--- src/logic/irq_status_map.vh ---
/*
  Register offsets, field positions, reset values and the event match
  constants of the interrupt status collector.
  Assumes inclusion by bare name from the design file.
*/
`ifndef IRQ_STATUS_MAP_VH
`define IRQ_STATUS_MAP_VH

// Byte addresses on the register bus
`define OFS_INT_STATUS    8'h58
`define OFS_INT_ENABLE    8'h5C
`define OFS_BYTE_ORDER    8'h64
`define OFS_SOURCE_CTRL   8'h80
`define OFS_WAKE_STATE    8'h84

// Status bit positions
`define BIT_SW            31
`define BIT_TX_HALT       25
`define BIT_RX_HALT       24
`define BIT_DROP_MID      23
`define BIT_TX_DONE       21
`define BIT_RX_DMA        20
`define BIT_TIMER         19
`define BIT_XCVR          18
`define BIT_PWR           17
`define BIT_TXS_OVF       16
`define BIT_RX_OVERSIZE   15
`define BIT_RX_ERR        14
`define BIT_TX_ERR        13
`define BIT_TXD_UNDER     11
`define BIT_TXD_OVER      10
`define BIT_TXD_SPACE     9
`define BIT_TXS_FULL      8
`define BIT_TXS_LEVEL     7
`define BIT_RX_DROP       6
`define BIT_RXD_LEVEL     5
`define BIT_RXS_FULL      4
`define BIT_RXS_LEVEL     3

// Implemented status bits; 30..26, 22 and 12 are reserved
`define STATUS_MASK       32'h83BF_EFFF
`define STATUS_RESET      32'h0000_0000
`define ENABLE_RESET      32'h0000_0000
`define BYTE_ORDER_VALUE  32'h8765_4321
`define DROP_MID_VALUE    32'h8000_0000
`define TIMER_WRAP_VALUE  16'hFFFF
`define RX_OVERSIZE_BYTES 12'h800
`define UNMAPPED_READ     32'h0000_0000
`define THRESHOLD_RESET 8'h00
`define TIMER_PREV_RESET 16'hFFFF
`define DROP_PREV_RESET 32'h0000_0000
`define READDATA_RESET 32'h0000_0000

`endif
--- src/logic/irq_status_collector.v ---
/*
  Interrupt status collector: sticky event status word, enable mask,
  master interrupt line, power event interrupt line and sleep latch, on Avalon-MM.
  Registers: status at 58h, enable at 5Ch, byte order test at 64h,
  source control at 80h, wake state at 84h.
  Assumes event inputs are one-cycle pulses or levels synchronous to
  sys_clk_i; pin events arrive asynchronous and are synchronised here.
  Assumes a master that holds each request until waitrequest is seen
  low, one access at a time; byteenable gates the clearing bytes.
  Assumes the timer idles at FFFFh after reset, so a wrap needs a
  fresh zero first.
*/
// What this block does
// - Writing one to a status bit clears it.
// - Bit 31 sets while the software raise enable is high.
// - Bit 25 sets when stop is requested and transmitter halted.
// - Bit 24 sets when the receiver halts.
// - Bit 23 sets when drop counter steps to 80000000h.
// - Bit 21 sets when a completion-flagged buffer is loaded.
// - Bit 20 sets when the receive DMA count has been moved.
// - Bit 19 sets when the timer wraps from zero to FFFFh.
// - Bit 18 mirrors the transceiver event; writes ignored.
// - Bit 17 sets on power events, independent of the pin enable.
// - Only a write to the byte order register wakes the device.
// - Power event interrupt bypasses the deassertion hold-off.
// - Bit 16 sets on transmit status FIFO overflow.
// - Bit 15 sets on a received packet over 2048 bytes.
// - Bit 14 on receiver error, bit 13 on transmitter error.
// - Bit 11 sets on transmit data FIFO underrun.
// - Bit 10 sets on a write into a full transmit data FIFO.
// - Bit 9 sets when free transmit space exceeds its threshold.
// - Bit 8 on transmit status full, bit 4 on receive status full.
// - Bits 7, 5, 3 set at their FIFO threshold levels.
// - Bit 6 sets each time a received frame is dropped.
// - Bits 2..0 capture configured pin events.
// - Status records events whether enabled or not.
// - Master interrupt is OR of enabled pending bits.
`timescale 1ns/10ps
`include "irq_status_map.vh"

module irq_status_collector (
  // Clock and reset
  input wire sys_clk_i,
  input wire nrst_i,
  // Avalon-MM slave
  input wire [7:0] avs_address_i,
  input wire avs_read_i,
  input wire avs_write_i,
  input wire [31:0] avs_writedata_i,
  input wire [3:0] avs_byteenable_i,
  output reg [31:0] avs_readdata_o,
  output reg avs_waitrequest_o,
  // Synchronous event sources
  input wire tx_stop_requested_i,
  input wire tx_halted_i,
  input wire rx_halted_i,
  input wire [31:0] rx_drop_count_i,
  input wire tx_buffer_loaded_i,
  input wire completion_notify_flag_i,
  input wire rx_dma_count_done_i,
  input wire [15:0] timer_count_i,
  input wire transceiver_event_i,
  input wire power_event_detected_i,
  input wire tx_status_overflow_i,
  input wire rx_frame_end_i,
  input wire [11:0] rx_frame_bytes_i,
  input wire receiver_error_i,
  input wire transmitter_error_i,
  input wire tx_data_underrun_i,
  input wire tx_data_full_i,
  input wire tx_data_write_i,
  input wire [7:0] tx_free_blocks_i,
  input wire tx_status_full_i,
  input wire tx_status_level_i,
  input wire frame_dropped_i,
  input wire rx_data_level_i,
  input wire rx_status_full_i,
  input wire rx_status_level_i,
  // Pin events, asynchronous
  input wire [2:0] pin_event_i,
  // Interrupt and power outputs
  output reg master_irq_o,
  output reg power_irq_o,
  output reg asleep_o
);

////////////////////////////////////////////////////////////////////////
// Registers

reg [31:0] interrupt_event_status;
reg [31:0] interrupt_enable;
reg [7:0] space_threshold;
reg sleep_req;
reg [15:0] timer_prev;
reg [31:0] drop_prev;
reg [2:0] pin_meta;
reg [2:0] pin_sync;
reg [2:0] pin_prev;
reg [1:0] bus_state;
reg [1:0] next_bus_state;
reg [31:0] read_mux;

reg [31:0] next_status;
reg [31:0] events;
wire [31:0] status_view;
wire wr_status;
wire [31:0] clear_mask;
wire software_raise_enable;
wire busy;
wire request;
wire hit_status;
wire hit_enable;
wire hit_byte_order;
wire hit_source_ctrl;
wire hit_wake_state;
wire take_write;
wire first_read;
wire wake_write;
wire sleep_write;

////////////////////////////////////////////////////////////////////////
// Bus decode

// Handshake states, one-hot
localparam [1:0] BUS_IDLE = 2'h1;
localparam [1:0] BUS_ANSWER = 2'h2;

assign busy = bus_state[1];
assign request = avs_read_i | avs_write_i;
// Address matches
assign hit_status = avs_address_i == `OFS_INT_STATUS;
assign hit_enable = avs_address_i == `OFS_INT_ENABLE;
assign hit_byte_order = avs_address_i == `OFS_BYTE_ORDER;
assign hit_source_ctrl = avs_address_i == `OFS_SOURCE_CTRL;
assign hit_wake_state = avs_address_i == `OFS_WAKE_STATE;

// Writes land on the edge where waitrequest is seen low
assign take_write = avs_write_i & busy;
assign wr_status = take_write & hit_status;
assign wake_write = take_write & hit_byte_order;
assign sleep_write = take_write & hit_source_ctrl & avs_writedata_i[8];
// Reads fetch one edge early so the data stand when taken
assign first_read = avs_read_i & ~busy;
// Status write clears only the enabled bytes
assign clear_mask = {{8{avs_byteenable_i[3]}}, {8{avs_byteenable_i[2]}},
  {8{avs_byteenable_i[1]}}, {8{avs_byteenable_i[0]}}} & avs_writedata_i;
assign software_raise_enable = interrupt_enable[`BIT_SW];

////////////////////////////////////////////////////////////////////////
// Handshake state machine

// One wait state, then one answer cycle; no back-to-back answer
always @* begin
  next_bus_state = bus_state;
  case (bus_state)
    BUS_IDLE: begin
      if (request) begin
        next_bus_state = BUS_ANSWER;
      end
    end
    BUS_ANSWER: begin
      next_bus_state = BUS_IDLE;
    end
    default: begin
      // Illegal one-hot code falls back to idle
      next_bus_state = BUS_IDLE;
    end
  endcase
end

////////////////////////////////////////////////////////////////////////
// Read decode

// Status reads show the live transceiver level
always @* begin
  if (hit_status) begin
    read_mux = status_view;
  end else if (hit_enable) begin
    read_mux = interrupt_enable;
  end else if (hit_byte_order) begin
    read_mux = `BYTE_ORDER_VALUE;
  end else if (hit_source_ctrl) begin
    read_mux = {23'h00_0000, sleep_req, space_threshold};
  end else if (hit_wake_state) begin
    read_mux = {31'h0000_0000, asleep_o};
  end else begin
    read_mux = `UNMAPPED_READ;
  end
end

// Transceiver bit is a live reflection, not a latch
assign status_view = (interrupt_event_status & ~(32'h0000_0001 << `BIT_XCVR))
  | ({31'h0000_0000, transceiver_event_i} << `BIT_XCVR);

////////////////////////////////////////////////////////////////////////
// Pin event synchronisers, rising edge per pin

genvar g;
generate
  for (g = 0; g < 3; g = g + 1) begin : pin_sync_g
    always @(posedge sys_clk_i or negedge nrst_i) begin
      if (!nrst_i) begin
        pin_meta[g] <= 1'b0;
        pin_sync[g] <= 1'b0;
        pin_prev[g] <= 1'b0;
      end else begin
        pin_meta[g] <= pin_event_i[g];
        pin_sync[g] <= pin_meta[g];
        pin_prev[g] <= pin_sync[g];
      end
    end
  end
endgenerate

////////////////////////////////////////////////////////////////////////
// Event collection

always @* begin
  events = 32'h0000_0000;
  events[`BIT_SW] = software_raise_enable;
  events[`BIT_TX_HALT] = tx_stop_requested_i & tx_halted_i;
  events[`BIT_RX_HALT] = rx_halted_i;
  events[`BIT_DROP_MID] = (rx_drop_count_i == `DROP_MID_VALUE) &
    (drop_prev != `DROP_MID_VALUE);
  events[`BIT_TX_DONE] = tx_buffer_loaded_i &
    completion_notify_flag_i;
  events[`BIT_RX_DMA] = rx_dma_count_done_i;
  events[`BIT_TIMER] = (timer_count_i == `TIMER_WRAP_VALUE) &
    (timer_prev == 16'h0000);
  events[`BIT_PWR] = power_event_detected_i;
  events[`BIT_TXS_OVF] = tx_status_overflow_i;
  events[`BIT_RX_OVERSIZE] = rx_frame_end_i &
    (rx_frame_bytes_i > `RX_OVERSIZE_BYTES);
  events[`BIT_RX_ERR] = receiver_error_i;
  events[`BIT_TX_ERR] = transmitter_error_i;
  events[`BIT_TXD_UNDER] = tx_data_underrun_i;
  events[`BIT_TXD_OVER] = tx_data_full_i & tx_data_write_i;
  events[`BIT_TXD_SPACE] = tx_free_blocks_i > space_threshold;
  events[`BIT_TXS_FULL] = tx_status_full_i;
  events[`BIT_RXS_FULL] = rx_status_full_i;
  events[`BIT_TXS_LEVEL] = tx_status_level_i;
  events[`BIT_RXD_LEVEL] = rx_data_level_i;
  events[`BIT_RXS_LEVEL] = rx_status_level_i;
  events[`BIT_RX_DROP] = frame_dropped_i;
  events[2:0] = pin_sync & ~pin_prev;
end

// Set wins over a clear in the same cycle; no enable gating here
always @* begin
  next_status = interrupt_event_status;
  if (wr_status) begin
    next_status = next_status & ~clear_mask;
  end
  next_status = (next_status | events) & `STATUS_MASK;
end

////////////////////////////////////////////////////////////////////////
// Handshake registers

always @(posedge sys_clk_i or negedge nrst_i) begin
  if (!nrst_i) begin
    bus_state <= BUS_IDLE;
    avs_waitrequest_o <= 1'b1;
  end else begin
    bus_state <= next_bus_state;
    // Low for exactly the answer cycle
    avs_waitrequest_o <= ~next_bus_state[1];
  end
end

// Read data hold until the next read request, which fetches one edge before it is taken
always @(posedge sys_clk_i or negedge nrst_i) begin
  if (!nrst_i) begin
    avs_readdata_o <= `READDATA_RESET;
  end else if (first_read) begin
    avs_readdata_o <= read_mux;
  end
end

////////////////////////////////////////////////////////////////////////
// Status word and edge history

always @(posedge sys_clk_i or negedge nrst_i) begin
  if (!nrst_i) begin
    interrupt_event_status <= `STATUS_RESET;
    // Idle timer value, so reset alone is no wrap
    timer_prev <= `TIMER_PREV_RESET;
    drop_prev <= `DROP_PREV_RESET;
  end else begin
    interrupt_event_status <= next_status;
    timer_prev <= timer_count_i;
    drop_prev <= rx_drop_count_i;
  end
end

////////////////////////////////////////////////////////////////////////
// Enable mask and source control

always @(posedge sys_clk_i or negedge nrst_i) begin
  if (!nrst_i) begin
    interrupt_enable <= `ENABLE_RESET;
    space_threshold <= `THRESHOLD_RESET;
  end else if (take_write) begin
    if (hit_enable) begin
      // Reserved enable bits stay zero
      interrupt_enable <= avs_writedata_i & `STATUS_MASK;
    end else if (hit_source_ctrl) begin
      space_threshold <= avs_writedata_i[7:0];
    end
  end
end

////////////////////////////////////////////////////////////////////////
// Sleep latch

// No power event input reaches this latch
always @(posedge sys_clk_i or negedge nrst_i) begin
  if (!nrst_i) begin
    sleep_req <= 1'b0;
  end else if (wake_write) begin
    sleep_req <= 1'b0;
  end else if (sleep_write) begin
    sleep_req <= 1'b1;
  end
end

////////////////////////////////////////////////////////////////////////
// Interrupt and power outputs

always @(posedge sys_clk_i or negedge nrst_i) begin
  if (!nrst_i) begin
    master_irq_o <= 1'b0;
    power_irq_o <= 1'b0;
    asleep_o <= 1'b0;
  end else begin
    // Only the byte order write wakes; power events never do
    asleep_o <= sleep_req & ~wake_write;
    master_irq_o <= |(status_view & interrupt_enable);
    // Straight path, no hold-off interval
    power_irq_o <= interrupt_event_status[`BIT_PWR] &
      interrupt_enable[`BIT_PWR];
  end
end

endmodule

--- config.mk ---
export PLATFORM = sky130hd
export DESIGN_NAME = irq_status_collector
export DESIGN_NICKNAME = d
export VERILOG_FILES = /design/src/logic/irq_status_collector.v
export VERILOG_INCLUDE_DIRS = /design/src /design/src/logic
export SDC_FILE = /design/constraint.sdc
export NUM_CORES = 1
export LEC_CHECK = 0
export ABC_AREA = 1
export BUFFER_PORTS_ARGS = -buffer_cell sky130_fd_sc_hd__buf_2
export CAP_MARGIN = 20
export CORE_MARGIN = 3
export CORE_UTILIZATION = 37
export DETAILED_ROUTE_END_ITERATION = 10
export GPL_TIMING_DRIVEN = 0
export PLACE_DENSITY = 0.61
export SETUP_SLACK_MARGIN = 0.02
export SYNTH_ARGS = -nofsm -noshare
export SYNTH_HDL_FRONTEND = slang
export SYNTH_SLANG_ARGS = --single-unit
--- constraint.sdc ---
create_clock -name sys_clk_i -period 1.1 [get_ports sys_clk_i]
set_input_delay 0.22 -clock sys_clk_i [delete_from_list [all_inputs] [get_ports sys_clk_i]]
set_output_delay 0.22 -clock sys_clk_i [all_outputs]
set_load 0.05 [all_outputs]
==> results by group, run 1 <==
Floorplan
  • Die width: 138 um
  • CORE AREA: 16900 um2
  • I/O pins: 176
  • Die height: 138 um
  • Row cnt: 47
  • Starting Density: 38.4%
  • Die Area: 19100 um2

Power
  • Switching portion of total power: 30.4%
  • Sequential Power Share: 37.2%
  • Clock share of power: 37.3%
  • Comb power frac: 25.5%
  • Worst vdd ir: 1.46 mV
  • Int Power: 11.6 mW
  • NetSw: 5.06 mW
  • Power Dens Cells: 1590 nW/um2
  • P_leak: 5.14 nW

Route
  • Vias/cell: 4.96
  • Via count: 6298
  • DRT iter0 DRCs: 422
  • DR DRC count: 0
  • ANT nets after route: 0
  • Pre-antenna DRT Iters: 5
  • DR WL/cell: 16.8 um
  • Routed wire length: 21.4 mm

Worst setup path
  • Max FO, Critical Path: 6
  • R2R Setup Slk: -0.23 ns
  • Startpoint Class: flip-flop
  • RR Endpoint: interrupt_enable[1]$_DFFE_PN0P_
  • Worst EP required: 1.47 ns
  • CP Capture Type: flip-flop
  • Critical path arrival: 1.69 ns
  • R2r startpoint: bus_state[1]$_DFF_PN0_
  • Reg2Reg Depth: 7
  • Type of the worst setup path: flip-flop to flip-flop

Outcome
  • Violated checks: hold timing, setup timing
  • Outcome: complete, but fails checks

CTS
  • CTS tree: yes
  • Num CTS Buffers: 17
  • Clk root buf: clkbuf_16
  • Clock latency on the worst-skew pair: 0.43 ns
  • Total clock sinks: 147
  • Clock Pin Slew Worst Setup and Hold Paths: 0.06 ns
  • H-tree depth: 4
  • CTS Buffer Depth: 2

STA
  • Post-route setup slack: -0.226 ns
  • Unrepaired setup endpoints after global routing: yes
  • Fmax: 754 MHz
  • Final Max Tran Viols: 0
  • Final hold slack: -0.187 ns
  • Final Cycle Share: 121%
  • Measured slew at the worst slew-check pin: 0.702 ns
  • Period minus WS final: 1.33 ns
  • Fin. Hold Viols: 60
  • Clock skew: 0.00855 ns
  • Final setup viols: 110
  • Worst relative slew slack: 53.2%

Yosys
  • Adder-cell share of the synthesized area: 1.54%
  • Post-synthesis cell type count: 32
  • Syn Inst Count: 742
  • Post-synthesis compound-gate area fraction: 8.40%
  • Post-Synth Simple-Gate Area: 26.5%
  • Mapped cell area: 6480 um2
  • Ys Warns: 0
  • Xor/xnor share of the synthesized area: 0%
  • Sequential element share of the synthesized area: 57.1%
  • FF+latch count, synth: 147
  • Largest family of logic cells by synthesized area: simple AND/OR/NAND/NOR gates
  • Mean Syn Cell Area: 8.73 um2
  • Mux cell area share after synthesis: 0%

Global routing
  • Global-route wire length before repair: 32.2 mm
  • GRT Resource Usage Total: 21.2%
  • Number of global-route vias before repair: 6184
  • Largest net degree at the start of global routing: 80
  • Congestion Overflow GR: 0
  • Initial antenna violation count: 2

Finish
  • Non-filler cells, final: 1271
  • Post-Layout Inst Area: 10500 um2
  • Layout area overhead: 61.7%
  • Nets: 1186
  • Share of layout cells above drive strength 1: 42.2%
  • Inserted Diodes: 0

Placement
  • Number of I/O port buffers: 162
  • DP Cell Count: 1129
  • DP Area: 7710 um2
  • Dpl hpwl: 13.0 mm
  • GP Congestion: 0.849
  • Pre-CTS setup slack: -0.491 ns

Run
  • Max-Cap Viols: 0

Hold path
  • Hold Crit Class: input port to asynchronous set/reset pin
## cells in the mapped netlist
cell type,instances,area [um2]
a21oi_1,20,100
a31oi_1,8,50.1
buf_1,2,7.51
buf_2,7,35.0
buf_4,9,67.6
buf_6,2,22.5
buf_8,1,15.0
clkbuf_1,8,30.0
conb_1,1,3.75
dfrtp_1,129,3230
dfstp_2,18,473
ha_1,8,100
inv_1,61,229
inv_2,1,3.75
inv_4,1,6.26
nand2_1,228,856
nand2_2,3,18.8
nand2_4,2,22.5
nand3_1,44,220
nand3_2,3,30.0
nand3b_1,14,105
nand4_1,12,75.1
nor2_1,80,300
nor2_2,2,12.5
nor2_4,4,45.0
nor2_8,1,20.0
nor3_1,2,10.0
o211ai_1,14,105
o21a_1,1,7.51
o21ai_0,52,260
o21ai_1,3,15.0
o22ai_1,1,6.26
## layout make-up
class,count,area (um2)
Fill cell,1359,6400
Sequential cell,147,3700
Multi-Input combinational cell,507,2950
Timing Repair Buffer,276,2300
Clock buffer,17,425
Buffer,26,322
Inverter,63,298
Tap cell,220,275
Clock inverter,15,206
## metrics by stage
| stage | total power [mW] | TNS, ns | utilization [%] |
|---|---|---|---|
| after global placement | 8.65 | -358.51 | 45.5 |
| after detailed placement | 8.69 | -35.59 | 45.7 |
| after CTS | 16.3 | -10.27 | 59.3 |
| final | 16.7 | -14.01 | 62.1 |
| after global routing | 17.3 | -18.48 | 62.1 |
| after floorplan | 7.70 | -0.443 | - |
## worst max path at each step
stage	from	endpoint	slack, ns
6_report	bus_state[1]$_DFF_PN0_	interrupt_enable[1]$_DFFE_PN0P_	-0.23
5_1_grt	space_threshold[1]$_DFFE_PN0P_	interrupt_event_status[9]$_DFF_PN0_	-0.29
4_1_cts	avs_waitrequest_o$_DFF_PN1_	avs_waitrequest_o	-0.23
3_5_place_dp	avs_address_i[5]	interrupt_enable[11]$_DFFE_PN0P_	-0.49
3_3_place_gp	nrst_i	avs_readdata_o[26]$_DFFE_PN0P_	-2.59
2_1_floorplan	space_threshold[1]$_DFFE_PN0P_	interrupt_event_status[9]$_DFF_PN0_	-0.05
## sequential cells by signal, summed over array words and instances (netlist names), 2 cells and up
| signal | count |
|---|---|
| pin_meta | 3 |
| pin_prev | 3 |
| timer_prev | 16 |
| interrupt_enable | 25 |
| drop_prev | 32 |
| bus_state | 2 |
| interrupt_event_status | 24 |
| pin_sync | 3 |
| avs_readdata_o | 26 |
| space_threshold | 8 |
## worst max-delay path, stage by stage, from the launching register on
cell,delay (ns)
dfrtp_1,0.40
nand2_4,0.10
buf_6,0.13
nor2_4,0.23
buf_6,0.15
clkbuf_16,0.15
nand2_2,0.05
nand2_1,0.05
## power groups by stage
| stage | clock network (mW) | registers (mW) | logic (mW) |
|---|---|---|---|
| after global placement | 0 | 6.19 | 2.47 |
| after CTS | 6.28 | 6.16 | 3.83 |
| after detailed placement | 0 | 6.19 | 2.50 |
| after floorplan | 0 | 6.90 | 0.806 |
| after global routing | 6.55 | 6.24 | 4.49 |
| final | 6.22 | 6.20 | 4.26 |
## cell usage in the layout, fill, tap and decap left out, types with 36 or more instances in the layout
master and n:
nand3_1 36, nand2_1 161, dlygate4sd3_1 57, nand2_2 56, inv_1 50, buf_6 52, dfrtp_1 127, nor2_1 61
buf_2 119, buf_4 45
## timing repair
action                     4_1_cts  5_1_grt
hold buffers                    57        1
setup endpoints to repair      115      117
buffers inserted                42       24
gates resized for setup        203      129
hold endpoints to repair       117       61
cloned                           8        3
pin swaps                       33       43
## cells by family after synthesis
group,Yosys count
flip-flops,147
AND/OR/NAND/NOR,395
buffers and inverters,92
other,1
AO/OA/AOI/OAI,99
adder cells (fa/ha/maj),8
## routing by layer
layer  wire length (um)  vias up  track usage (%)
met5                 27        -                0
met3               1370       44             5.25
met2              11300      252             37.9
met4                435        4             4.89
met1               8300     3013             25.9
li1                   -     2985                -
(Power assumes the default switching activity.)
==> run 2, diff against run 1 <==
GPL_ROUTABILITY_DRIVEN = 1   (was not set)
HOLD_SLACK_MARGIN = 0.05   (was not set)
PLACE_DENSITY = 0.59   (was 0.61)
clock period = 1.45 ns   (was 1.1 ns; I/O delays follow)
==> run 2 against run 1 <==
- the flow now finishes without violations
- via count decreased by 8.3%
- design area is 16% lower
- non-clock buffer count is 52 lower
- power is 34% lower
- die area is the same
- combinational power down 52%
- first-iteration DRC count is 13% lower
- worst hold slack improved by 0.26 ns
- critical endpoint is now avs_waitrequest_o
- largest cell class unchanged
- largest power group is now registers
==> results by group, run 2 (same netlist as run 1, synthesis figures left out) <==
Power
  • P_leak: 4.55 nW (-12%)
  • Worst vdd ir: 0.885 mV (-39%)
  • Power Dens Cells: 1250 nW/um2 (-22%)
  • Total Power: 11.0 mW (-34%)

Floorplan
  • Die height: 138 um (unchanged)
  • Row cnt: 47 (unchanged)
  • Starting Density: 38.4% (unchanged)
  • CORE AREA: 16900 um2 (unchanged)
  • I/O pins: 176 (unchanged)
  • Die width: 138 um (unchanged)
  • Die Area: 19100 um2 (unchanged)

Placement
  • Number of I/O port buffers: 162 (unchanged)
  • DP Cell Count: 1129 (unchanged)
  • Pre-CTS setup slack: -0.261 ns (+0.230 ns)
  • Dpl hpwl: 12.9 mm (-0.68%)
  • GP Congestion: 0.828 (-2.5%)

STA
  • Clock skew: 0.00664 ns (-0.00191 ns)
  • Final Cycle Share: 96.0%
  • Measured slew at the worst slew-check pin: 0.567 ns (-0.135 ns)
  • Period minus WS final: 1.39 ns
  • Unrepaired setup endpoints after global routing: yes
  • Fmax: 719 MHz
  • Final setup viols: 0 (-100%)
  • Final Max Tran Viols: 0 (unchanged)
  • Post-route setup slack: 0.0586 ns (+0.285 ns)
  • Worst relative slew slack: 62.2% (+9.0 points)
  • Fin. Hold Viols: 0 (-100%)

CTS
  • Clock latency on the worst-skew pair: 0.43 ns (about the same)
  • H-tree depth: 4 (unchanged)
  • Clock Pin Slew Worst Setup and Hold Paths: 0.06 ns (about the same)
  • Clk root buf: clkbuf_16
  • CTS Buffer Depth: 2 (unchanged)
  • CTS tree: yes
  • Total clock sinks: 147 (unchanged)
  • Num CTS Buffers: 17 (unchanged)

Worst setup path
  • R2r startpoint: bus_state[1]$_DFF_PN0_
  • R2R Setup Slk: 0.10 ns (+0.33 ns)
  • Worst path bufs/invs: 1 (-2)
  • Setup crit end: avs_waitrequest_o
  • Type of the worst setup path: flip-flop to primary output
  • Startpoint Class: flip-flop
  • Crit-path cells: buf_6
  • CP peak stage delay: 0.53 ns (+0.13 ns)
  • Crit path launch: avs_waitrequest_o$_DFF_PN1_
  • CP Capture Type: primary output
  • Worst path slowest cell: dfstp_2
  • Max FO, Critical Path: 1 (-5)
  • Reg2Reg Depth: 6 (-1)
  • Cell family with most CP delay: flip-flops
  • RR Endpoint: interrupt_event_status[24]$_DFF_PN0_
  • Critical path arrival: 1.10 ns (-0.59 ns)
  • Worst EP required: 1.16 ns (-0.31 ns)
  • WP depth: 1 (-6)

Finish
  • Layout Utilization: 52.2% (-9.9 points)
  • Commonest cells after routing, fill and taps aside: 225 x nand2_1, 165 x buf_2, 129 x dfrtp_1, 80 x nor2_1, 60 x inv_1
  • Nets: 1134 (-4.4%)
  • # fillers: 1533 (+13%)
  • Non-filler cells, final: 1219 (-4.1%)
  • Biggest register: drop_prev
  • Inserted Diodes: 0 (unchanged)
  • Top flop regs: drop_prev: 32 flops, avs_readdata_o: 26 flops, interrupt_enable: 25 flops
  • Max FFs per register: 32 (unchanged)
  • Commonest non-fill, non-tap cell in the layout: nand2_1
  • Layout area overhead: 35.9%
  • Share of layout cells above drive strength 1: 25.9% (-16 points)

Route
  • DRT iter0 DRCs: 369 (-13%)
  • Pre-antenna DRT Iters: 4 (-1)
  • Via count: 5777 (-8.3%)
  • ANT nets after route: 0 (unchanged)
  • Routed wire length: 18.6 mm (-13%)
  • DR DRC count: 0 (unchanged)
  • Vias/cell: 4.74 (-4.4%)
  • DR WL/cell: 15.2 um (-9.4%)

Global routing
  • Number of global-route vias before repair: 5661 (-8.5%)
  • Initial antenna violation count: 2 (unchanged)
  • GRT Resource Usage Total: 19.7% (-1.5 points)
  • Congestion Overflow GR: 0 (unchanged)
  • Global-route wire length before repair: 29.7 mm (-7.9%)
  • Largest net degree at the start of global routing: 90 (+13%)

Hold path
  • Hold Crit Class: input port to flip-flop

Outcome
  • Outcome: complete, no violations

Run
  • Max-Cap Viols: 0 (unchanged)
## run 2: cell types whose count changed in the layout (fill, tap and decap cells not counted), moves of 17 or more
| cell | delta |
|---|---|
| nand2_2 | -50 |
| nand2_1 | +64 |
| o21ai_0 | +28 |
| buf_4 | -34 |
| buf_6 | -47 |
| nor2_1 | +19 |
| buf_2 | +46 |
| o21ai_2 | -17 |
## run 2: final cells by class
| class | count | area [um2] | area share (%) |
|---|---|---|---|
| Buffer | 29 | 190 | 2.16 |
| Clock buffer | 19 | 433 | 4.91 |
| Clock inverter | 13 | 151 | 1.72 |
| Inverter | 63 | 239 | 2.71 |
| Multi-Input combinational cell | 507 | 2390 | 27.1 |
| Sequential cell | 147 | 3700 | 42.0 |
| Tap cell | 220 | 275 | 3.12 |
| Timing Repair Buffer | 221 | 1430 | 16.3 |
## run 2: stage by stage
stage,TNS (ns),hold slack (ns),instance area [um2]
CTS,0,0.0572,8790
finish,0,0.0701,8810
global placement,-300.35,0.334,7580
floorplan,0,-0.00559,6500
global route,-0.0191,0.0661,8810
detailed placement,-12.83,0.293,7620
## run 2: worst min-delay path by stage
| stage | from | to | slack, ns | cells after the start |
|---|---|---|---|---|
| after floorplan | nrst_i | asleep_o$_DFF_PN0_ | -0.006 | 0 |
| after global placement | pin_meta[0]$_DFF_PN0_ | pin_sync[0]$_DFF_PN0_ | 0.33 | 0 |
| after detailed placement | nrst_i | drop_prev[18]$_DFF_PN0_ | 0.29 | 1 |
| after CTS | frame_dropped_i | interrupt_event_status[6]$_DFF_PN0_ | 0.06 | 2 |
| after global routing | receiver_error_i | interrupt_event_status[14]$_DFF_PN0_ | 0.07 | 2 |
| final | tx_status_level_i | interrupt_event_status[7]$_DFF_PN0_ | 0.07 | 2 |
## run 2: timing repair
action                                 4_1_cts  5_1_grt
setup buffers                                1        1
endpoints found under the hold margin       98        0
hold buffers                                56        0
cloned                                       0        0
setup endpoints to repair                   48       40
resized for setup                           10       10
## run 2: layer usage
layer | vias up | global-route usage (%) | wire (um)
li1 | 2872 | - | -
met1 | 2670 | 25.5 | 8070
met2 | 199 | 32.3 | 8950
met3 | 32 | 5.39 | 1220
met4 | 4 | 6.34 | 304
met5 | - | 0 | 21
## run 2: report_power, final
| part | leakage, nW | internal, mW | switching, mW | total [mW] |
|---|---|---|---|---|
| Clock | 0.283 | 2.56 | 1.78 | 4.34 |
| Sequential | 1.69 | 4.45 | 0.168 | 4.62 |
| Combinational | 2.58 | 0.621 | 1.41 | 2.03 |
| Total | 4.55 | 7.64 | 3.36 | 11.0 |
==> run 3, diff against run 2 <==
REMOVE_ABC_BUFFERS = 1   (was not set)
SLEW_MARGIN = 15   (was not set)
==> run 3 against run 2 <==
- fmax grew 0.76%
- clock skew grew 0.00087 ns
- highest routed layer unchanged
- critical path depth stayed put
- global-route usage is 0.33 points higher
- clock power fell by 2%
- largest cell class unchanged
- wire length grew 4.6%
- design area increased by 1.2%
- combinational power is 7% higher
- critical path type unchanged
==> results by group, run 3 (same netlist as run 1, synthesis figures left out) <==
STA
  • Final Cycle Share: 95.2% (-0.72 points)
  • Clock skew: 0.00751 ns (+0.000865 ns)
  • Worst relative slew slack: 60.7% (-1.5 points)
  • Final setup viols: 0 (unchanged)
  • Fmax: 724 MHz (+0.76%)
  • Measured slew at the worst slew-check pin: 0.589 ns (+0.0223 ns)
  • Unrepaired setup endpoints after global routing: yes
  • Post-route setup slack: 0.0691 ns (+0.0105 ns)
  • Fin. Hold Viols: 0 (unchanged)
  • Period minus WS final: 1.38 ns (-0.0105 ns)
  • Final Max Tran Viols: 0 (unchanged)

Power
  • Int Power: 7.59 mW (-0.56%)
  • Worst vdd ir: 1.02 mV (+15%)
  • NetSw: 3.46 mW (+3.1%)
  • Switching portion of total power: 31.3% (+0.78 points)
  • Sequential Power Share: 41.8% (-0.2 points)
  • Clock share of power: 38.6% (-0.9 points)
  • Power Dens Cells: 1240 nW/um2 (-0.65%)
  • Comb power frac: 19.6% (+1.2 points)
  • P_leak: 4.54 nW (about the same)

Floorplan
  • I/O pins: 176 (unchanged)
  • Row cnt: 47 (unchanged)
  • CORE AREA: 16900 um2 (unchanged)
  • Die Area: 19100 um2 (unchanged)
  • Die width: 138 um (unchanged)
  • Die height: 138 um (unchanged)
  • Starting Density: 38.4% (unchanged)

CTS
  • Total clock sinks: 147 (unchanged)
  • Clock Pin Slew Worst Setup and Hold Paths: 0.06 ns (about the same)
  • Clk root buf: clkbuf_16
  • CTS Buffer Depth: 2 (unchanged)
  • CTS tree: yes
  • H-tree depth: 4 (unchanged)
  • Num CTS Buffers: 17 (unchanged)
  • Clock latency on the worst-skew pair: 0.42 ns (about the same)

Finish
  • Commonest cells after routing, fill and taps aside: 224 x nand2_1, 161 x buf_2, 128 x dfrtp_1, 79 x nor2_1, 58 x inv_1
  • Top flop regs: drop_prev: 32 flops, avs_readdata_o: 26 flops, interrupt_enable: 25 flops
  • Biggest register: drop_prev
  • Nets: 1129 (-0.44%)
  • Share of layout cells above drive strength 1: 26.5% (+0.53 points)
  • Commonest non-fill, non-tap cell in the layout: nand2_1
  • Layout area overhead: 37.6%
  • Max FFs per register: 32 (unchanged)
  • # fillers: 1570 (+2.4%)
  • Non-filler cells, final: 1214 (-0.41%)
  • Layout Utilization: 52.8% (+0.64 points)
  • Inserted Diodes: 0 (unchanged)

Route
  • Via count: 5930 (+2.6%)
  • Pre-antenna DRT Iters: 5 (+1)
  • Vias/cell: 4.88 (+3.1%)
  • DR DRC count: 0 (unchanged)
  • DRT iter0 DRCs: 421 (+14%)
  • Routed wire length: 19.4 mm (+4.6%)
  • DR WL/cell: 16.0 um (+5.0%)
  • ANT nets after route: 0 (unchanged)

Worst setup path
  • Reg2Reg Depth: 6 (unchanged)
  • Worst EP required: 1.16 ns (about the same)
  • Startpoint Class: flip-flop
  • WP depth: 1 (unchanged)
  • Setup crit end: avs_waitrequest_o
  • Worst path bufs/invs: 1 (unchanged)
  • Cell family with most CP delay: flip-flops
  • Critical path arrival: 1.09 ns (about the same)
  • Crit path launch: avs_waitrequest_o$_DFF_PN1_
  • R2R Setup Slk: 0.09 ns (about the same)
  • Worst path slowest cell: dfstp_2
  • Crit-path cells: buf_6
  • CP Capture Type: primary output
  • CP peak stage delay: 0.52 ns (about the same)
  • Max FO, Critical Path: 1 (unchanged)
  • Type of the worst setup path: flip-flop to primary output
  • RR Endpoint: interrupt_event_status[6]$_DFF_PN0_
  • R2r startpoint: bus_state[1]$_DFF_PN0_

Hold path
  • Hold Crit Class: input port to flip-flop
  • Min-delay src: rx_halted_i

Global routing
  • GRT Resource Usage Total: 20.0% (+0.33 points)
  • Global-route wire length before repair: 30.5 mm (+2.8%)
  • Initial antenna violation count: 3 (+1)
  • Largest net degree at the start of global routing: 102 (+13%)
  • Number of global-route vias before repair: 5855 (+3.4%)
  • Congestion Overflow GR: 0 (unchanged)

Placement
  • GP Congestion: 0.750 (-9.4%)
  • DP Cell Count: 1102 (-2.4%)
  • Number of I/O port buffers: 163 (+0.62%)
  • Pre-CTS setup slack: -1.46 ns (-1.20 ns)
  • Dpl hpwl: 12.0 mm (-7.7%)

Run
  • Max-Cap Viols: 0 (unchanged)

Outcome
  • Outcome: complete, no violations
run 3: how the worst min path moves through the flow:
| stage | cells past startpoint | endpoint |
|---|---|---|
| after floorplan | 0 | asleep_o$_DFF_PN0_ |
| after global placement | 0 | pin_sync[2]$_DFF_PN0_ |
| after detailed placement | 1 | drop_prev[14]$_DFF_PN0_ |
| after CTS | 2 | interrupt_event_status[24]$_DFF_PN0_ |
| after global routing | 2 | interrupt_event_status[7]$_DFF_PN0_ |
| final | 2 | interrupt_event_status[24]$_DFF_PN0_ |
run 3: cell type report:
| cell class | instances | area (um2) | area share [%] |
|---|---|---|---|
| sequential | 147 | 3700 | 41.5 |
| multi-input combinational | 511 | 2470 | 27.7 |
| timing repair buffer | 240 | 1630 | 18.3 |
| clock buffer | 19 | 453 | 5.08 |
| tap | 220 | 275 | 3.09 |
| inverter | 63 | 248 | 2.78 |
| clock inverter | 13 | 128 | 1.43 |
| timing repair inverter | 1 | 7.51 | 0.0842 |
run 3: power groups by stage:
stage	sequential, mW	combinational, mW	clock [mW]
finish	4.62	2.17	4.27
global placement	4.66	1.84	0
floorplan	5.23	0.541	0
CTS	4.61	2.07	4.35
detailed placement	4.67	1.86	0
global route	4.66	2.34	4.53
run 3: per-layer routing:
| layer | track usage (%) | up-vias | part of all wire [%] |
|---|---|---|---|
| met5 | 0 | - | 0.21 |
| met3 | 6.15 | 42 | 8.4 |
| met4 | 6.76 | 6 | 2.6 |
| met1 | 26.2 | 2769 | 42 |
| met2 | 31.9 | 248 | 47 |
| li1 | - | 2865 | - |
run 3: through the flow:
stage | setup TNS [ns] | total power, mW | hold WS (ns) | instance area [um2]
finish | 0 | 11.1 | 0.0683 | 8920
global route | -0.000921 | 11.5 | 0.0700 | 8920
CTS | -0.0501 | 11.0 | 0.0554 | 8800
detailed placement | -89.00 | 6.53 | 0.208 | 7460
global placement | -376.46 | 6.50 | 0.336 | 7410
floorplan | -15.34 | 5.77 | -0.00559 | 6320
run 3: repair_timing:
action / CTS / global route
buffers inserted: 11 / 7
pin swaps: 5 / 5
endpoints found under the hold margin: 102 / 0
hold buffers: 57 / 0
gates cloned: 4 / 1
resized for setup: 14 / 14
endpoints found under the setup margin: 86 / 55
